<file path="config.mk">
export PLATFORM = sky130hd
export DESIGN_NAME = tdq_top
export DESIGN_NICKNAME = d
export VERILOG_FILES = /design/src/verilog/tdq_pkg.sv /design/src/verilog/tdq_top.sv
export VERILOG_INCLUDE_DIRS = /design/src /design/src/verilog
export SDC_FILE = /design/constraint.sdc
export NUM_CORES = 2
export LEC_CHECK = 0
export BUFFER_PORTS_ARGS = -buffer_cell sky130_fd_sc_hd__buf_4
export CORE_UTILIZATION = 50
export CTS_CLUSTER_SIZE = 8
export DETAILED_ROUTE_END_ITERATION = 16
export GPL_ROUTABILITY_DRIVEN = 0
export PLACE_DENSITY = 0.68
export SLEW_MARGIN = 5
export SYNTH_ARGS = -nofsm -noshare
export SYNTH_HDL_FRONTEND = slang
export SYNTH_SLANG_ARGS = --single-unit
export TNS_END_PERCENT = 50
</file>
<file path="constraint.sdc">
create_clock -name aclk -period 6.65 [get_ports aclk]
set_input_delay 0.665 -clock aclk [delete_from_list [all_inputs] [get_ports aclk]]
set_output_delay 0.665 -clock aclk [all_outputs]
set_load 0.03 [all_outputs]
</file>
<file path="src/verilog/tdq_cfg.svh">
`ifndef TDQ_CFG_SVH
`define TDQ_CFG_SVH
// Register byte offsets
`define TDQ_OFF_MASTER_CFG 12'h000
`define TDQ_OFF_DMA_STATUS 12'h040
`define TDQ_OFF_PEND_BASE_LO 12'h800
`define TDQ_OFF_PEND_BASE_HI 12'h804
`define TDQ_OFF_PEND_END 12'h808
`define TDQ_OFF_PEND_WR_PTR 12'h80C
`define TDQ_OFF_PEND_RD_PTR 12'h810
`define TDQ_OFF_DONE_BASE_LO 12'h830
`define TDQ_OFF_DONE_BASE_HI 12'h834
`define TDQ_OFF_DONE_END 12'h838
`define TDQ_OFF_DONE_RD_PTR 12'h83C
`define TDQ_OFF_DONE_WR_PTR 12'h840
`define TDQ_OFF_QUEUES_CTL 12'h880
// Field positions
`define TDQ_BIT_TX_DMA_ENABLE 0
`define TDQ_BIT_PEND_BURST 0
`define TDQ_BIT_PEND_FLUSH 1
`define TDQ_BIT_PEND_READ 0
`define TDQ_BIT_DONE_WRITE 1
`define TDQ_BIT_DONE_WR_ERR 2
// Reset values
`define TDQ_RST_REG16 16'h0000
`define TDQ_RST_STATUS 3'h0
// Pointer step of one dword, wrap target and low water mark
`define TDQ_PTR_STEP 17'h00004
`define TDQ_PTR_WRAP 16'h0000
`define TDQ_LOW_WATER 4
`endif

</file>
<file path="src/verilog/tdq_pkg.sv">
`default_nettype none
package tdq_pkg;
  // Sequencer of the shared host memory port
  typedef enum logic [1:0] {ST_IDLE, ST_FETCH, ST_DONE} tdq_state_t;
  // Completion codes carried in done entries
  typedef enum logic [2:0] {
    CODE_PKT = 3'h0, CODE_FIRST = 3'h1, CODE_MID = 3'h2, CODE_LAST = 3'h3,
    CODE_NOT_EN = 3'h4, CODE_DESC = 3'h5, CODE_PCI = 3'h6, CODE_UNDER = 3'h7
  } tdq_code_t;
endpackage : tdq_pkg
`default_nettype wire

</file>
<file path="src/verilog/tdq_top.sv">
// Overview of operation
// RULE1: Pending full leaves one slot unused.
// RULE2: Equal pending pointers mean empty, fetch nothing.
// RULE3: Fetch only after transmit DMA enable set.
// RULE4: Fetch at base plus pointer, wrap past end.
// RULE5: Each pending read sets read flag.
// RULE6: Prefetch buffer holds sixteen dword entries.
// RULE7: Burst waits for four entries, then refills.
// RULE8: Burst reads only entries actually queued.
// RULE9: Nothing queued means wait, no error.
// RULE10: After burst, pointer advanced, flag set.
// RULE11: Control bit 0 selects burst or single.
// RULE12: Flush bit discards buffered entries.
// RULE13: Done entry per packet or per buffer.
// RULE14: Bits 0-15 carry descriptor offset.
// RULE15: Bits 16-23 carry channel, others free.
// RULE16: Codes 000-011 report packet or buffer.
// RULE17: Codes 100-111 report the error kinds.
// RULE18: Errors request abort and channel disable.
// RULE19: Device owns done write pointer only.
// RULE20: Equal done pointers mean done empty.
// RULE21: Done pointer steps a dword, wraps.
// RULE22: Done overflow sets error, drops entry.
// RULE23: Pointers and ends compared as byte offsets.
// RULE24: No fetching while flush bit set.
`include "tdq_cfg.svh"
`default_nettype none
module tdq_top #(
  parameter int DEPTH = 16,
  parameter int ADDR_W = 12
) (
  input wire logic aclk,
  input wire logic aresetn,
  input wire logic ce,
  input wire logic [ADDR_W-1:0] s_axi_awaddr,
  input wire logic s_axi_awvalid,
  output logic s_axi_awready,
  input wire logic [31:0] s_axi_wdata,
  input wire logic [3:0] s_axi_wstrb,
  input wire logic s_axi_wvalid,
  output logic s_axi_wready,
  output logic [1:0] s_axi_bresp,
  output logic s_axi_bvalid,
  input wire logic s_axi_bready,
  input wire logic [ADDR_W-1:0] s_axi_araddr,
  input wire logic s_axi_arvalid,
  output logic s_axi_arready,
  output logic [31:0] s_axi_rdata,
  output logic [1:0] s_axi_rresp,
  output logic s_axi_rvalid,
  input wire logic s_axi_rready,
  output logic mem_req,
  output logic mem_we,
  output logic [31:0] mem_addr,
  output logic [31:0] mem_wdata,
  input wire logic mem_ack,
  input wire logic [31:0] mem_rdata,
  output logic pend_valid,
  output logic [31:0] pend_data,
  input wire logic pend_ready,
  input wire logic done_valid,
  input wire logic done_dqs,
  input wire logic done_first,
  input wire logic done_last,
  input wire logic [2:0] done_err,
  input wire logic [15:0] done_first_ptr,
  input wire logic [15:0] done_buf_ptr,
  input wire logic [7:0] done_channel,
  output logic done_ready,
  output logic abort_valid,
  output logic [7:0] abort_channel
);
  localparam int CW = $clog2(DEPTH + 1);
  localparam int IW = $clog2(DEPTH);
  localparam logic [CW-1:0] DEPTH_C = CW'(DEPTH);
  localparam logic [CW-1:0] LWM_C = CW'(`TDQ_LOW_WATER);

  tdq_pkg::tdq_state_t state_reg, state_next;
  logic awready_reg, awready_next, wready_reg, wready_next, bvalid_reg, bvalid_next;
  logic arready_reg, arready_next, rvalid_reg, rvalid_next, aw_full_reg, aw_full_next;
  logic w_full_reg, w_full_next;
  logic [1:0] bresp_reg, bresp_next, rresp_reg, rresp_next;
  logic [ADDR_W-1:0] awaddr_reg, awaddr_next;
  logic [31:0] wdata_reg, wdata_next, rdata_reg, rdata_next;
  logic [3:0] wstrb_reg, wstrb_next;
  logic cfg_reg, cfg_next;
  logic [2:0] stat_reg, stat_next, stat_set, stat_clr;
  logic [15:0] pbase_lo_reg, pbase_lo_next, pbase_hi_reg, pbase_hi_next;
  logic [15:0] pend_end_reg, pend_end_next, pwp_reg, pwp_next, prp_reg, prp_next;
  logic [15:0] dbase_lo_reg, dbase_lo_next, dbase_hi_reg, dbase_hi_next;
  logic [15:0] done_end_reg, done_end_next, drp_reg, drp_next, dwp_reg, dwp_next;
  logic [15:0] ctl_reg, ctl_next;
  logic mem_req_reg, mem_req_next, mem_we_reg, mem_we_next;
  logic [31:0] mem_addr_reg, mem_addr_next, mem_wdata_reg, mem_wdata_next;
  logic pv_reg, pv_next, done_ready_reg, done_ready_next, abort_reg, abort_next;
  logic [31:0] pdata_reg, pdata_next;
  logic [7:0] abch_reg, abch_next;
  logic [CW-1:0] cnt_reg, cnt_next, remain_reg, remain_next, occ;
  logic [IW-1:0] wr_idx_reg, wr_idx_next, rd_idx_reg, rd_idx_next;
  logic [31:0] fifo_mem [DEPTH];
  logic push;
  logic [15:0] prp_step, dwp_step;
  logic pend_empty, done_full, burst, flush, enable;
  logic [2:0] code;
  logic [31:0] entry;

  // One dword step, wrapping once the step passes the end offset
  function automatic logic [15:0] ptr_step(input logic [15:0] p, input logic [15:0] e);
    logic [16:0] s;
    s = {1'b0, p} + `TDQ_PTR_STEP;
    // RULE23: same byte units
    return (s > {1'b0, e}) ? `TDQ_PTR_WRAP : s[15:0];
  endfunction : ptr_step

  // Byte-lane merge for the 16-bit registers
  function automatic logic [15:0] wmerge(input logic [15:0] o, input logic [31:0] d,
                                         input logic [3:0] b);
    return {b[1] ? d[15:8] : o[15:8], b[0] ? d[7:0] : o[7:0]};
  endfunction : wmerge

  // Queue state seen by the sequencer
  always_comb begin
    prp_step = ptr_step(prp_reg, pend_end_reg);
    dwp_step = ptr_step(dwp_reg, done_end_reg);
    // RULE2: equal means empty
    pend_empty = (pwp_reg == prp_reg);
    // RULE1: one slot kept free
    // RULE20: read equal to write is empty, one ahead is full
    done_full = (dwp_step == drp_reg);
    burst = ctl_reg[`TDQ_BIT_PEND_BURST];
    flush = ctl_reg[`TDQ_BIT_PEND_FLUSH];
    enable = cfg_reg;
    occ = cnt_reg + CW'(pv_reg);
  end

  // Done entry assembly; unused bits are driven low
  always_comb begin
    // RULE16: completion codes
    if (done_err != 3'h0) begin
      // RULE17: error codes pass through
      code = done_err;
    end else if (!done_dqs) begin
      code = tdq_pkg::CODE_PKT;
    end else if (done_first) begin
      code = tdq_pkg::CODE_FIRST;
    end else if (done_last) begin
      code = tdq_pkg::CODE_LAST;
    end else begin
      code = tdq_pkg::CODE_MID;
    end
    // RULE13: per packet or buffer
    // RULE14: offset by select
    // RULE15: channel in 16-23
    entry = {3'h0, code, 2'h0, done_channel, done_dqs ? done_buf_ptr : done_first_ptr};
  end

  // Bus slave, registers, prefetch buffer and memory sequencer
  always_comb begin
    {awready_next, wready_next, bvalid_next, bresp_next} =
      {awready_reg, wready_reg, bvalid_reg, bresp_reg};
    {arready_next, rvalid_next, rresp_next, rdata_next} =
      {arready_reg, rvalid_reg, rresp_reg, rdata_reg};
    {aw_full_next, w_full_next, awaddr_next, wdata_next, wstrb_next} =
      {aw_full_reg, w_full_reg, awaddr_reg, wdata_reg, wstrb_reg};
    {cfg_next, pbase_lo_next, pbase_hi_next, pend_end_next, pwp_next, prp_next} =
      {cfg_reg, pbase_lo_reg, pbase_hi_reg, pend_end_reg, pwp_reg, prp_reg};
    {dbase_lo_next, dbase_hi_next, done_end_next, drp_next, dwp_next, ctl_next} =
      {dbase_lo_reg, dbase_hi_reg, done_end_reg, drp_reg, dwp_reg, ctl_reg};
    {state_next, mem_req_next, mem_we_next, mem_addr_next, mem_wdata_next} =
      {state_reg, mem_req_reg, mem_we_reg, mem_addr_reg, mem_wdata_reg};
    {pv_next, pdata_next, cnt_next, remain_next, wr_idx_next, rd_idx_next} =
      {pv_reg, pdata_reg, cnt_reg, remain_reg, wr_idx_reg, rd_idx_reg};
    done_ready_next = 1'b0;
    abort_next = 1'b0;
    abch_next = abch_reg;
    stat_set = 3'h0;
    stat_clr = 3'h0;
    push = 1'b0;
    // Address and data are latched separately, in either order
    if (s_axi_awvalid && awready_reg) begin
      aw_full_next = 1'b1;
      awaddr_next = s_axi_awaddr;
    end
    if (s_axi_wvalid && wready_reg) begin
      w_full_next = 1'b1;
      wdata_next = s_axi_wdata;
      wstrb_next = s_axi_wstrb;
    end
    if (aw_full_reg && w_full_reg && !bvalid_reg) begin
      aw_full_next = 1'b0;
      w_full_next = 1'b0;
      bvalid_next = 1'b1;
      bresp_next = 2'h0;
      case (awaddr_reg)
        `TDQ_OFF_MASTER_CFG: if (wstrb_reg[0]) cfg_next = wdata_reg[`TDQ_BIT_TX_DMA_ENABLE];
        `TDQ_OFF_DMA_STATUS: stat_clr = wstrb_reg[0] ? wdata_reg[2:0] : 3'h0;
        `TDQ_OFF_PEND_BASE_LO: pbase_lo_next = wmerge(pbase_lo_reg, wdata_reg, wstrb_reg);
        `TDQ_OFF_PEND_BASE_HI: pbase_hi_next = wmerge(pbase_hi_reg, wdata_reg, wstrb_reg);
        `TDQ_OFF_PEND_END: pend_end_next = wmerge(pend_end_reg, wdata_reg, wstrb_reg);
        `TDQ_OFF_PEND_WR_PTR: pwp_next = wmerge(pwp_reg, wdata_reg, wstrb_reg);
        `TDQ_OFF_PEND_RD_PTR: prp_next = wmerge(prp_reg, wdata_reg, wstrb_reg);
        `TDQ_OFF_DONE_BASE_LO: dbase_lo_next = wmerge(dbase_lo_reg, wdata_reg, wstrb_reg);
        `TDQ_OFF_DONE_BASE_HI: dbase_hi_next = wmerge(dbase_hi_reg, wdata_reg, wstrb_reg);
        `TDQ_OFF_DONE_END: done_end_next = wmerge(done_end_reg, wdata_reg, wstrb_reg);
        // RULE19: host moves done read pointer
        `TDQ_OFF_DONE_RD_PTR: drp_next = wmerge(drp_reg, wdata_reg, wstrb_reg);
        `TDQ_OFF_DONE_WR_PTR: dwp_next = wmerge(dwp_reg, wdata_reg, wstrb_reg);
        `TDQ_OFF_QUEUES_CTL: ctl_next = wmerge(ctl_reg, wdata_reg, wstrb_reg);
        default: bresp_next = 2'h2; // Unmapped writes answer SLVERR
      endcase
    end else if (bvalid_reg && s_axi_bready) begin
      bvalid_next = 1'b0;
    end
    // Reads answer one cycle after acceptance
    if (s_axi_arvalid && arready_reg) begin
      arready_next = 1'b0;
      rvalid_next = 1'b1;
      rresp_next = 2'h0;
      rdata_next = 32'h0000_0000;
      case (s_axi_araddr)
        `TDQ_OFF_MASTER_CFG: rdata_next[`TDQ_BIT_TX_DMA_ENABLE] = cfg_reg;
        `TDQ_OFF_DMA_STATUS: rdata_next[2:0] = stat_reg;
        `TDQ_OFF_PEND_BASE_LO: rdata_next[15:0] = pbase_lo_reg;
        `TDQ_OFF_PEND_BASE_HI: rdata_next[15:0] = pbase_hi_reg;
        `TDQ_OFF_PEND_END: rdata_next[15:0] = pend_end_reg;
        `TDQ_OFF_PEND_WR_PTR: rdata_next[15:0] = pwp_reg;
        `TDQ_OFF_PEND_RD_PTR: rdata_next[15:0] = prp_reg;
        `TDQ_OFF_DONE_BASE_LO: rdata_next[15:0] = dbase_lo_reg;
        `TDQ_OFF_DONE_BASE_HI: rdata_next[15:0] = dbase_hi_reg;
        `TDQ_OFF_DONE_END: rdata_next[15:0] = done_end_reg;
        `TDQ_OFF_DONE_RD_PTR: rdata_next[15:0] = drp_reg;
        `TDQ_OFF_DONE_WR_PTR: rdata_next[15:0] = dwp_reg;
        `TDQ_OFF_QUEUES_CTL: rdata_next[15:0] = ctl_reg;
        default: rresp_next = 2'h2;
      endcase
    end else if (rvalid_reg && s_axi_rready) begin
      rvalid_next = 1'b0;
      arready_next = 1'b1;
    end
    awready_next = !aw_full_next && !bvalid_next;
    wready_next = !w_full_next && !bvalid_next;
    // Output stage of the prefetch buffer
    if ((!pv_reg || pend_ready) && cnt_reg != '0) begin
      pv_next = 1'b1;
      pdata_next = fifo_mem[rd_idx_reg];
      rd_idx_next = IW'((32'(rd_idx_reg) + 1) % DEPTH);
      cnt_next = cnt_reg - CW'(1);
    end else if (pend_ready) begin
      pv_next = 1'b0;
    end
    case (state_reg)
      tdq_pkg::ST_IDLE: begin
        // Done writes win over prefetch; a fetch can wait, a completion cannot
        if (enable && done_valid && !done_ready_reg) begin
          if (done_full) begin
            // RULE22: overflow drops entry
            stat_set[`TDQ_BIT_DONE_WR_ERR] = 1'b1;
            done_ready_next = 1'b1;
          end else begin
            mem_req_next = 1'b1;
            mem_we_next = 1'b1;
            mem_addr_next = {dbase_hi_reg, dbase_lo_reg} + {16'h0000, dwp_reg};
            mem_wdata_next = entry;
            state_next = tdq_pkg::ST_DONE;
          end
        // RULE3: enable gates fetch
        // RULE24: no fetch during flush
        // RULE9: empty queue just waits
        end else if (enable && !flush && !pend_empty &&
                     // RULE7: low water wait
                     // RULE11: burst or single
                     (burst ? (occ <= LWM_C) : (occ < DEPTH_C))) begin
          // RULE6: never past depth
          // RULE8: bounded by free slots; queue end checked per beat
          remain_next = burst ? DEPTH_C - occ : CW'(1);
          mem_req_next = 1'b1;
          mem_we_next = 1'b0;
          // RULE4: base plus read pointer
          mem_addr_next = {pbase_hi_reg, pbase_lo_reg} + {16'h0000, prp_reg};
          state_next = tdq_pkg::ST_FETCH;
        end
      end
      tdq_pkg::ST_FETCH: begin
        if (mem_ack) begin
          mem_req_next = 1'b0;
          // RULE12: flush drops arrivals
          push = !flush;
          // RULE4: advance and wrap
          // RULE10: pointer past fetched
          prp_next = prp_step;
          // RULE5: flag per read
          stat_set[`TDQ_BIT_PEND_READ] = 1'b1;
          remain_next = remain_reg - CW'(1);
          // RULE8: stop once queue empties
          if (remain_reg > CW'(1) && prp_step != pwp_reg && !flush && enable) begin
            mem_req_next = 1'b1;
            mem_addr_next = {pbase_hi_reg, pbase_lo_reg} + {16'h0000, prp_step};
          end else begin
            state_next = tdq_pkg::ST_IDLE;
          end
        end
      end
      tdq_pkg::ST_DONE: begin
        if (mem_ack) begin
          mem_req_next = 1'b0;
          mem_we_next = 1'b0;
          // RULE21: done pointer step
          dwp_next = dwp_step;
          stat_set[`TDQ_BIT_DONE_WRITE] = 1'b1;
          done_ready_next = 1'b1;
          // RULE18: abort on error
          abort_next = mem_wdata_reg[28];
          abch_next = mem_wdata_reg[23:16];
          state_next = tdq_pkg::ST_IDLE;
        end
      end
      default: state_next = tdq_pkg::ST_IDLE;
    endcase
    if (push) begin
      wr_idx_next = IW'((32'(wr_idx_reg) + 1) % DEPTH);
      cnt_next = cnt_next + CW'(1);
    end
    // RULE12: flush empties buffer
    if (flush) begin
      {pv_next, cnt_next, wr_idx_next, rd_idx_next} = '0;
    end
    // Set beats clear so no event is lost
    stat_next = (stat_reg & ~stat_clr) | stat_set;
  end

  // Registered state; ce low freezes everything except the synchronous reset
  always_ff @(posedge aclk) begin
    if (!aresetn) begin
      state_reg <= tdq_pkg::ST_IDLE;
      {awready_reg, wready_reg, arready_reg} <= 3'h7;
      {bvalid_reg, rvalid_reg, aw_full_reg, w_full_reg} <= 4'h0;
      {bresp_reg, rresp_reg, awaddr_reg, wdata_reg, wstrb_reg, rdata_reg} <= '0;
      cfg_reg <= 1'b0;
      stat_reg <= `TDQ_RST_STATUS;
      {pbase_lo_reg, pbase_hi_reg, pend_end_reg} <= {3{`TDQ_RST_REG16}};
      {pwp_reg, prp_reg, ctl_reg} <= {3{`TDQ_RST_REG16}};
      {dbase_lo_reg, dbase_hi_reg, done_end_reg} <= {3{`TDQ_RST_REG16}};
      {drp_reg, dwp_reg} <= {2{`TDQ_RST_REG16}};
      {mem_req_reg, mem_we_reg, mem_addr_reg, mem_wdata_reg} <= '0;
      {pv_reg, pdata_reg, cnt_reg, remain_reg, wr_idx_reg, rd_idx_reg} <= '0;
      {done_ready_reg, abort_reg, abch_reg} <= '0;
    end else if (ce) begin
      state_reg <= state_next;
      {awready_reg, wready_reg, arready_reg} <= {awready_next, wready_next, arready_next};
      {bvalid_reg, rvalid_reg, aw_full_reg, w_full_reg} <=
        {bvalid_next, rvalid_next, aw_full_next, w_full_next};
      {bresp_reg, rresp_reg, awaddr_reg, wdata_reg, wstrb_reg, rdata_reg} <=
        {bresp_next, rresp_next, awaddr_next, wdata_next, wstrb_next, rdata_next};
      cfg_reg <= cfg_next;
      stat_reg <= stat_next;
      {pbase_lo_reg, pbase_hi_reg, pend_end_reg} <= {pbase_lo_next, pbase_hi_next, pend_end_next};
      {pwp_reg, prp_reg, ctl_reg} <= {pwp_next, prp_next, ctl_next};
      {dbase_lo_reg, dbase_hi_reg, done_end_reg} <= {dbase_lo_next, dbase_hi_next, done_end_next};
      {drp_reg, dwp_reg} <= {drp_next, dwp_next};
      {mem_req_reg, mem_we_reg, mem_addr_reg, mem_wdata_reg} <=
        {mem_req_next, mem_we_next, mem_addr_next, mem_wdata_next};
      {pv_reg, pdata_reg, cnt_reg, remain_reg, wr_idx_reg, rd_idx_reg} <=
        {pv_next, pdata_next, cnt_next, remain_next, wr_idx_next, rd_idx_next};
      {done_ready_reg, abort_reg, abch_reg} <= {done_ready_next, abort_next, abch_next};
    end
  end

  // Buffer storage, no reset needed since count guards it
  always_ff @(posedge aclk) begin
    if (ce && push) begin
      fifo_mem[wr_idx_reg] <= mem_rdata;
    end
  end

  assign {s_axi_awready, s_axi_wready, s_axi_bvalid, s_axi_bresp} =
    {awready_reg, wready_reg, bvalid_reg, bresp_reg};
  assign {s_axi_arready, s_axi_rvalid, s_axi_rresp, s_axi_rdata} =
    {arready_reg, rvalid_reg, rresp_reg, rdata_reg};
  assign {mem_req, mem_we, mem_addr, mem_wdata} =
    {mem_req_reg, mem_we_reg, mem_addr_reg, mem_wdata_reg};
  assign {pend_valid, pend_data, done_ready} = {pv_reg, pdata_reg, done_ready_reg};
  assign {abort_valid, abort_channel} = {abort_reg, abch_reg};

  empty_no_fetch_a: assert property (@(posedge aclk) disable iff (!aresetn || !ce) // RULE2
    $rose(mem_req_reg) && !mem_we_reg |-> !$past(pend_empty)) else $error("fetch from empty");
  enable_gate_a: assert property (@(posedge aclk) disable iff (!aresetn || !ce) // RULE3
    $rose(mem_req_reg) |-> $past(enable)) else $error("access while disabled");
  read_ptr_step_a: assert property (@(posedge aclk) disable iff (!aresetn || !ce) // RULE4
    state_reg == tdq_pkg::ST_FETCH && mem_ack |=> prp_reg == $past(prp_step))
    else $error("read pointer step wrong");
  read_flag_set_a: assert property (@(posedge aclk) disable iff (!aresetn || !ce) // RULE5
    state_reg == tdq_pkg::ST_FETCH && mem_ack |=> stat_reg[`TDQ_BIT_PEND_READ])
    else $error("read flag not set");
  depth_bound_a: assert property (@(posedge aclk) disable iff (!aresetn || !ce) // RULE6
    occ <= DEPTH_C) else $error("buffer overfilled");
  burst_water_a: assert property (@(posedge aclk) disable iff (!aresetn || !ce) // RULE7
    $rose(mem_req_reg) && !mem_we_reg && $past(burst) |-> $past(occ) <= LWM_C)
    else $error("burst above low water");
  flush_clears_a: assert property (@(posedge aclk) disable iff (!aresetn || !ce) // RULE12
    flush |=> cnt_reg == '0 && !pv_reg) else $error("flush left entries");
  flush_no_fetch_a: assert property (@(posedge aclk) disable iff (!aresetn || !ce) // RULE24
    flush && state_reg == tdq_pkg::ST_IDLE |=> state_reg != tdq_pkg::ST_FETCH)
    else $error("fetch during flush");
  done_overflow_a: assert property (@(posedge aclk) disable iff (!aresetn || !ce) // RULE22
    state_reg == tdq_pkg::ST_IDLE && enable && done_valid && !done_ready_reg && done_full
    |=> stat_reg[`TDQ_BIT_DONE_WR_ERR] && !mem_req_reg && dwp_reg == $past(dwp_reg))
    else $error("overflow not handled");
  abort_error_a: assert property (@(posedge aclk) disable iff (!aresetn || !ce) // RULE18
    state_reg == tdq_pkg::ST_DONE && mem_ack |=> abort_valid == $past(mem_wdata_reg[28]))
    else $error("abort request wrong");
endmodule : tdq_top
`default_nettype wire

</file>
==> metrics.yaml <==
sta:
  timing.fmax_ghz: 0.163
  hold_ws_ns: 0.207
  final_max_slew_viol_count: 0
  hold_violations: 0
  period_needed_ns: 6.12
  finalSetupViolCount: 0
  period_share_pct: 92.1
  worst_pin_slew_ns: 1.23
  skew_ns: 0.0955
  relSlewSlack_pct: 17.0
  setup_ws_ns: 0.526
  rsz0062_at_grt: "false"
  fin_setup_tns_ns: 0
synthesis:
  synth_top_flop_cell: "edfxtp_1"
  syn_inst: 3466
  ys.warnings.count: 0
  ys_seq_area_share_pct: 54.7
  ys_types: 91
  yosys_register_bits: 871
  syn_area_um2: 41200
  syn_area_per_cell_um2: 11.9
  async_flop_share_pct: 0
  synth-edff-count: 512
clocking:
  clockBufferDepth: 3
  tritoncts: "built"
  clk_transition_reported_paths_ns: 0.06
  cts-buffers-inserted: 120
  clock-sinks: 871
  htree_levels: 3
  clk_latency_ns: 0.75
  root_buffer: "clkbuf_16"
  cts_hold_buf: 0
floorplan:
  rows: 104
  initial_core_util_pct: 50.8
  coreArea_um2: 81100
  die-height_um: 289
  die_area_um2: 83600
  fp.dieW_um: 289
  io_pins: 299
worst_setup_path:
  ff2ff_path_depth: 24
  timing.critical_path.max_delay_family: "compound AO/OA/AOI/OAI gates"
  critPathLaunchType: "flip-flop"
  cp_num_buf_inv: 1
  critPathMaxStageDelay_ns: 0.51
  arrival_ns: 6.70
  r2r_start: "prp_reg[3]$_SDFFE_PN0P_"
  path_depth: 24
  crit_type: "reg -> reg"
  crit_fanout: 8
  path_cells: "ha_1 > nand3_1 > nor2_2 > and3_1 > xnor2_1 > ha_1 > a21o_1 > a221oi_1 > o211a_1 > a21o_1 > nand2_1 > nor2_1 > ha_1 > a211oi_1 > o211ai_1 > a211oi_2 > o21bai_1 > a41oi_1 > buf_4 > o21ai_0 > a21o_1 > o211ai_1 > o2111ai_1 > nor3b_2"
  crit_slowest_cell: "dfxtp_1"
  end_kind: "flip-flop"
  cp-startpoint: "prp_reg[3]$_SDFFE_PN0P_"
  required_ns: 7.23
pwr:
  swShare_pct: 25.9
  seqPwrFrac_pct: 43.9
  cellPowerDensity_nw_per_um2: 287
  p_switching_mw: 3.53
  leakagePower_nw: 17.4
  fin_total_pwr_mw: 13.7
  intPower_mw: 10.1
  vdd_drop_max_mv: 0.357
  p_comb_share_pct: 14.0
  p_clk_share_pct: 42.1
final_layout:
  instances_no_fill: 4827
  nets: 3937
  largest_register_ffs: 512
  fin_util_pct: 58.7
  final_cell_area_um2: 47600
  nFillCells: 6470
  area_growth_pct: 15.5
  drive_gt1_share_pct: 18.3
status:
  outcome: "finished clean"
flow_run:
  drv_cap: 0
placed_design:
  place_ws_ns: 0.478
  io_buffers: 257
  placed_area_um2: 44100
  hpwl_um: 81400
  placed_cells: 4628
route:
  vias: 30282
  finalWirelength_um: 126000
  avgViaCountPerCell: 6.27
  drtAntennaViolNets: 0
  wl_per_cell_um: 26.1
  drcViolationCount: 0
  drt-pass1-iter-count: 8
  drt_iter0_drc: 3690
global_route:
  grt-ovfl-total: 0
  use_met3_pct: 7.25
  grt_use_total_pct: 29.7
  grt_max_degree: 158
  grt_use_met2_pct: 46.5
  met1_usage_pct: 39.9
  first_global_vias: 28580
  gr-max-usage-layer: "met2"
  grt_pass1_wl_um: 184000
  antenna_found_initial: 8
worst_hold_path:
  hp-start: "mem_rdata[9]"
  min_delay_path_depth: 1
  min_path_type: "in -> reg"
-- logic make-up after synthesis --
family,count (synthesis),share of synthesized area [%]
AO/OA/AOI/OAI,675,10.9
XOR/XNOR,127,2.84
adder cells (fa/ha/maj),98,3.03
buffers and inverters,317,3.29
flip-flops,871,54.7
multiplexers,377,14.0
other,1,0.00910
AND/OR/NAND/NOR,1000,11.1
-- what timing repair did --
item | 4_1_cts | 5_1_grt
buffers inserted | 0 | 0
resized for setup | 0 | 2
endpoints found under the setup margin | 0 | 4
-- cell type report --
| type | instances | area, um2 | share of cell area, % |
|---|---|---|---|
| sequential | 871 | 22600 | 47.4 |
| timing repair buffer | 311 | 2350 | 4.93 |
| clock buffer | 187 | 3290 | 6.92 |
| inverter | 86 | 330 | 0.694 |
| tap | 1060 | 1330 | 2.79 |
| clock inverter | 9 | 235 | 0.494 |
| multi-input combinational | 2300 | 17500 | 36.7 |
| antenna | 3 | 7.51 | 0.0158 |
-- final timing paths --
check / endpoint / slack, ns
worst min register to register: pend_data[25]$_SDFFE_PN0P_ / 0.45
worst min-delay path: fifo_mem[2][9]$_DFFE_PP_ / 0.21
worst max-delay path: mem_addr[31]$_SDFFE_PN0P_ / 0.53
worst max register to register: mem_addr[31]$_SDFFE_PN0P_ / 0.53
-- synthesized netlist by cell type, types with 42 or more instances --
library cell / instances / area share [%]
a21oi_1: 181 / 2.2
and3_1: 45 / 0.68
clkbuf_1: 167 / 1.5
dfxtp_1: 359 / 17
edfxtp_1: 512 / 37
ha_1: 95 / 2.9
inv_1: 86 / 0.78
mux2i_1: 209 / 5.1
mux4_2: 160 / 8.7
nand2_1: 349 / 3.2
nand3_1: 70 / 0.85
nor2_1: 331 / 3.0
nor3_1: 42 / 0.51
o21ai_0: 147 / 1.8
xnor2_1: 78 / 1.7
xor2_1: 44 / 0.94
-- worst reg2reg max path, stage by stage (launching register included) --
cell	delay, ns
dfxtp_1	0.51
ha_1	0.27
nand3_1	0.24
nor2_2	0.34
and3_1	0.24
xnor2_1	0.16
ha_1	0.29
a21o_1	0.17
a221oi_1	0.40
o211a_1	0.24
a21o_1	0.15
nand2_1	0.17
nor2_1	0.23
ha_1	0.28
a211oi_1	0.35
o211ai_1	0.20
a211oi_2	0.36
o21bai_1	0.18
a41oi_1	0.25
buf_4	0.18
o21ai_0	0.15
a21o_1	0.22
o211ai_1	0.09
o2111ai_1	0.14
nor3b_2	0.20
-- cells in the final DEF (no fill, tap or decap), types with 70 or more instances in the layout --
cell	count
edfxtp_1	512
dfxtp_1	355
nand2_1	349
nor2_1	323
buf_4	310
mux2i_1	209
a21oi_1	181
mux4_2	160
o21ai_0	147
clkbuf_16	120
ha_1	95
inv_1	85
xnor2_1	78
nand3_1	70
-- layer usage --
layer | routed length, um | part of all wire, %
met1 | 49500 | 39
met5 | 83 | 0.066
met4 | 5200 | 4.1
met3 | 13600 | 11
met2 | 57800 | 46
-- power groups by stage --
stage	Clock, mW	Sequential (mW)	Combinational, mW
6_report	5.74	5.99	1.91
5_1_grt	6.01	6.01	2.06
4_1_cts	5.80	5.99	1.93
3_5_place_dp	0	6.10	1.92
3_3_place_gp	0	6.10	1.90
2_1_floorplan	0	6.12	1.33
Power figures use the tool's default switching activity.
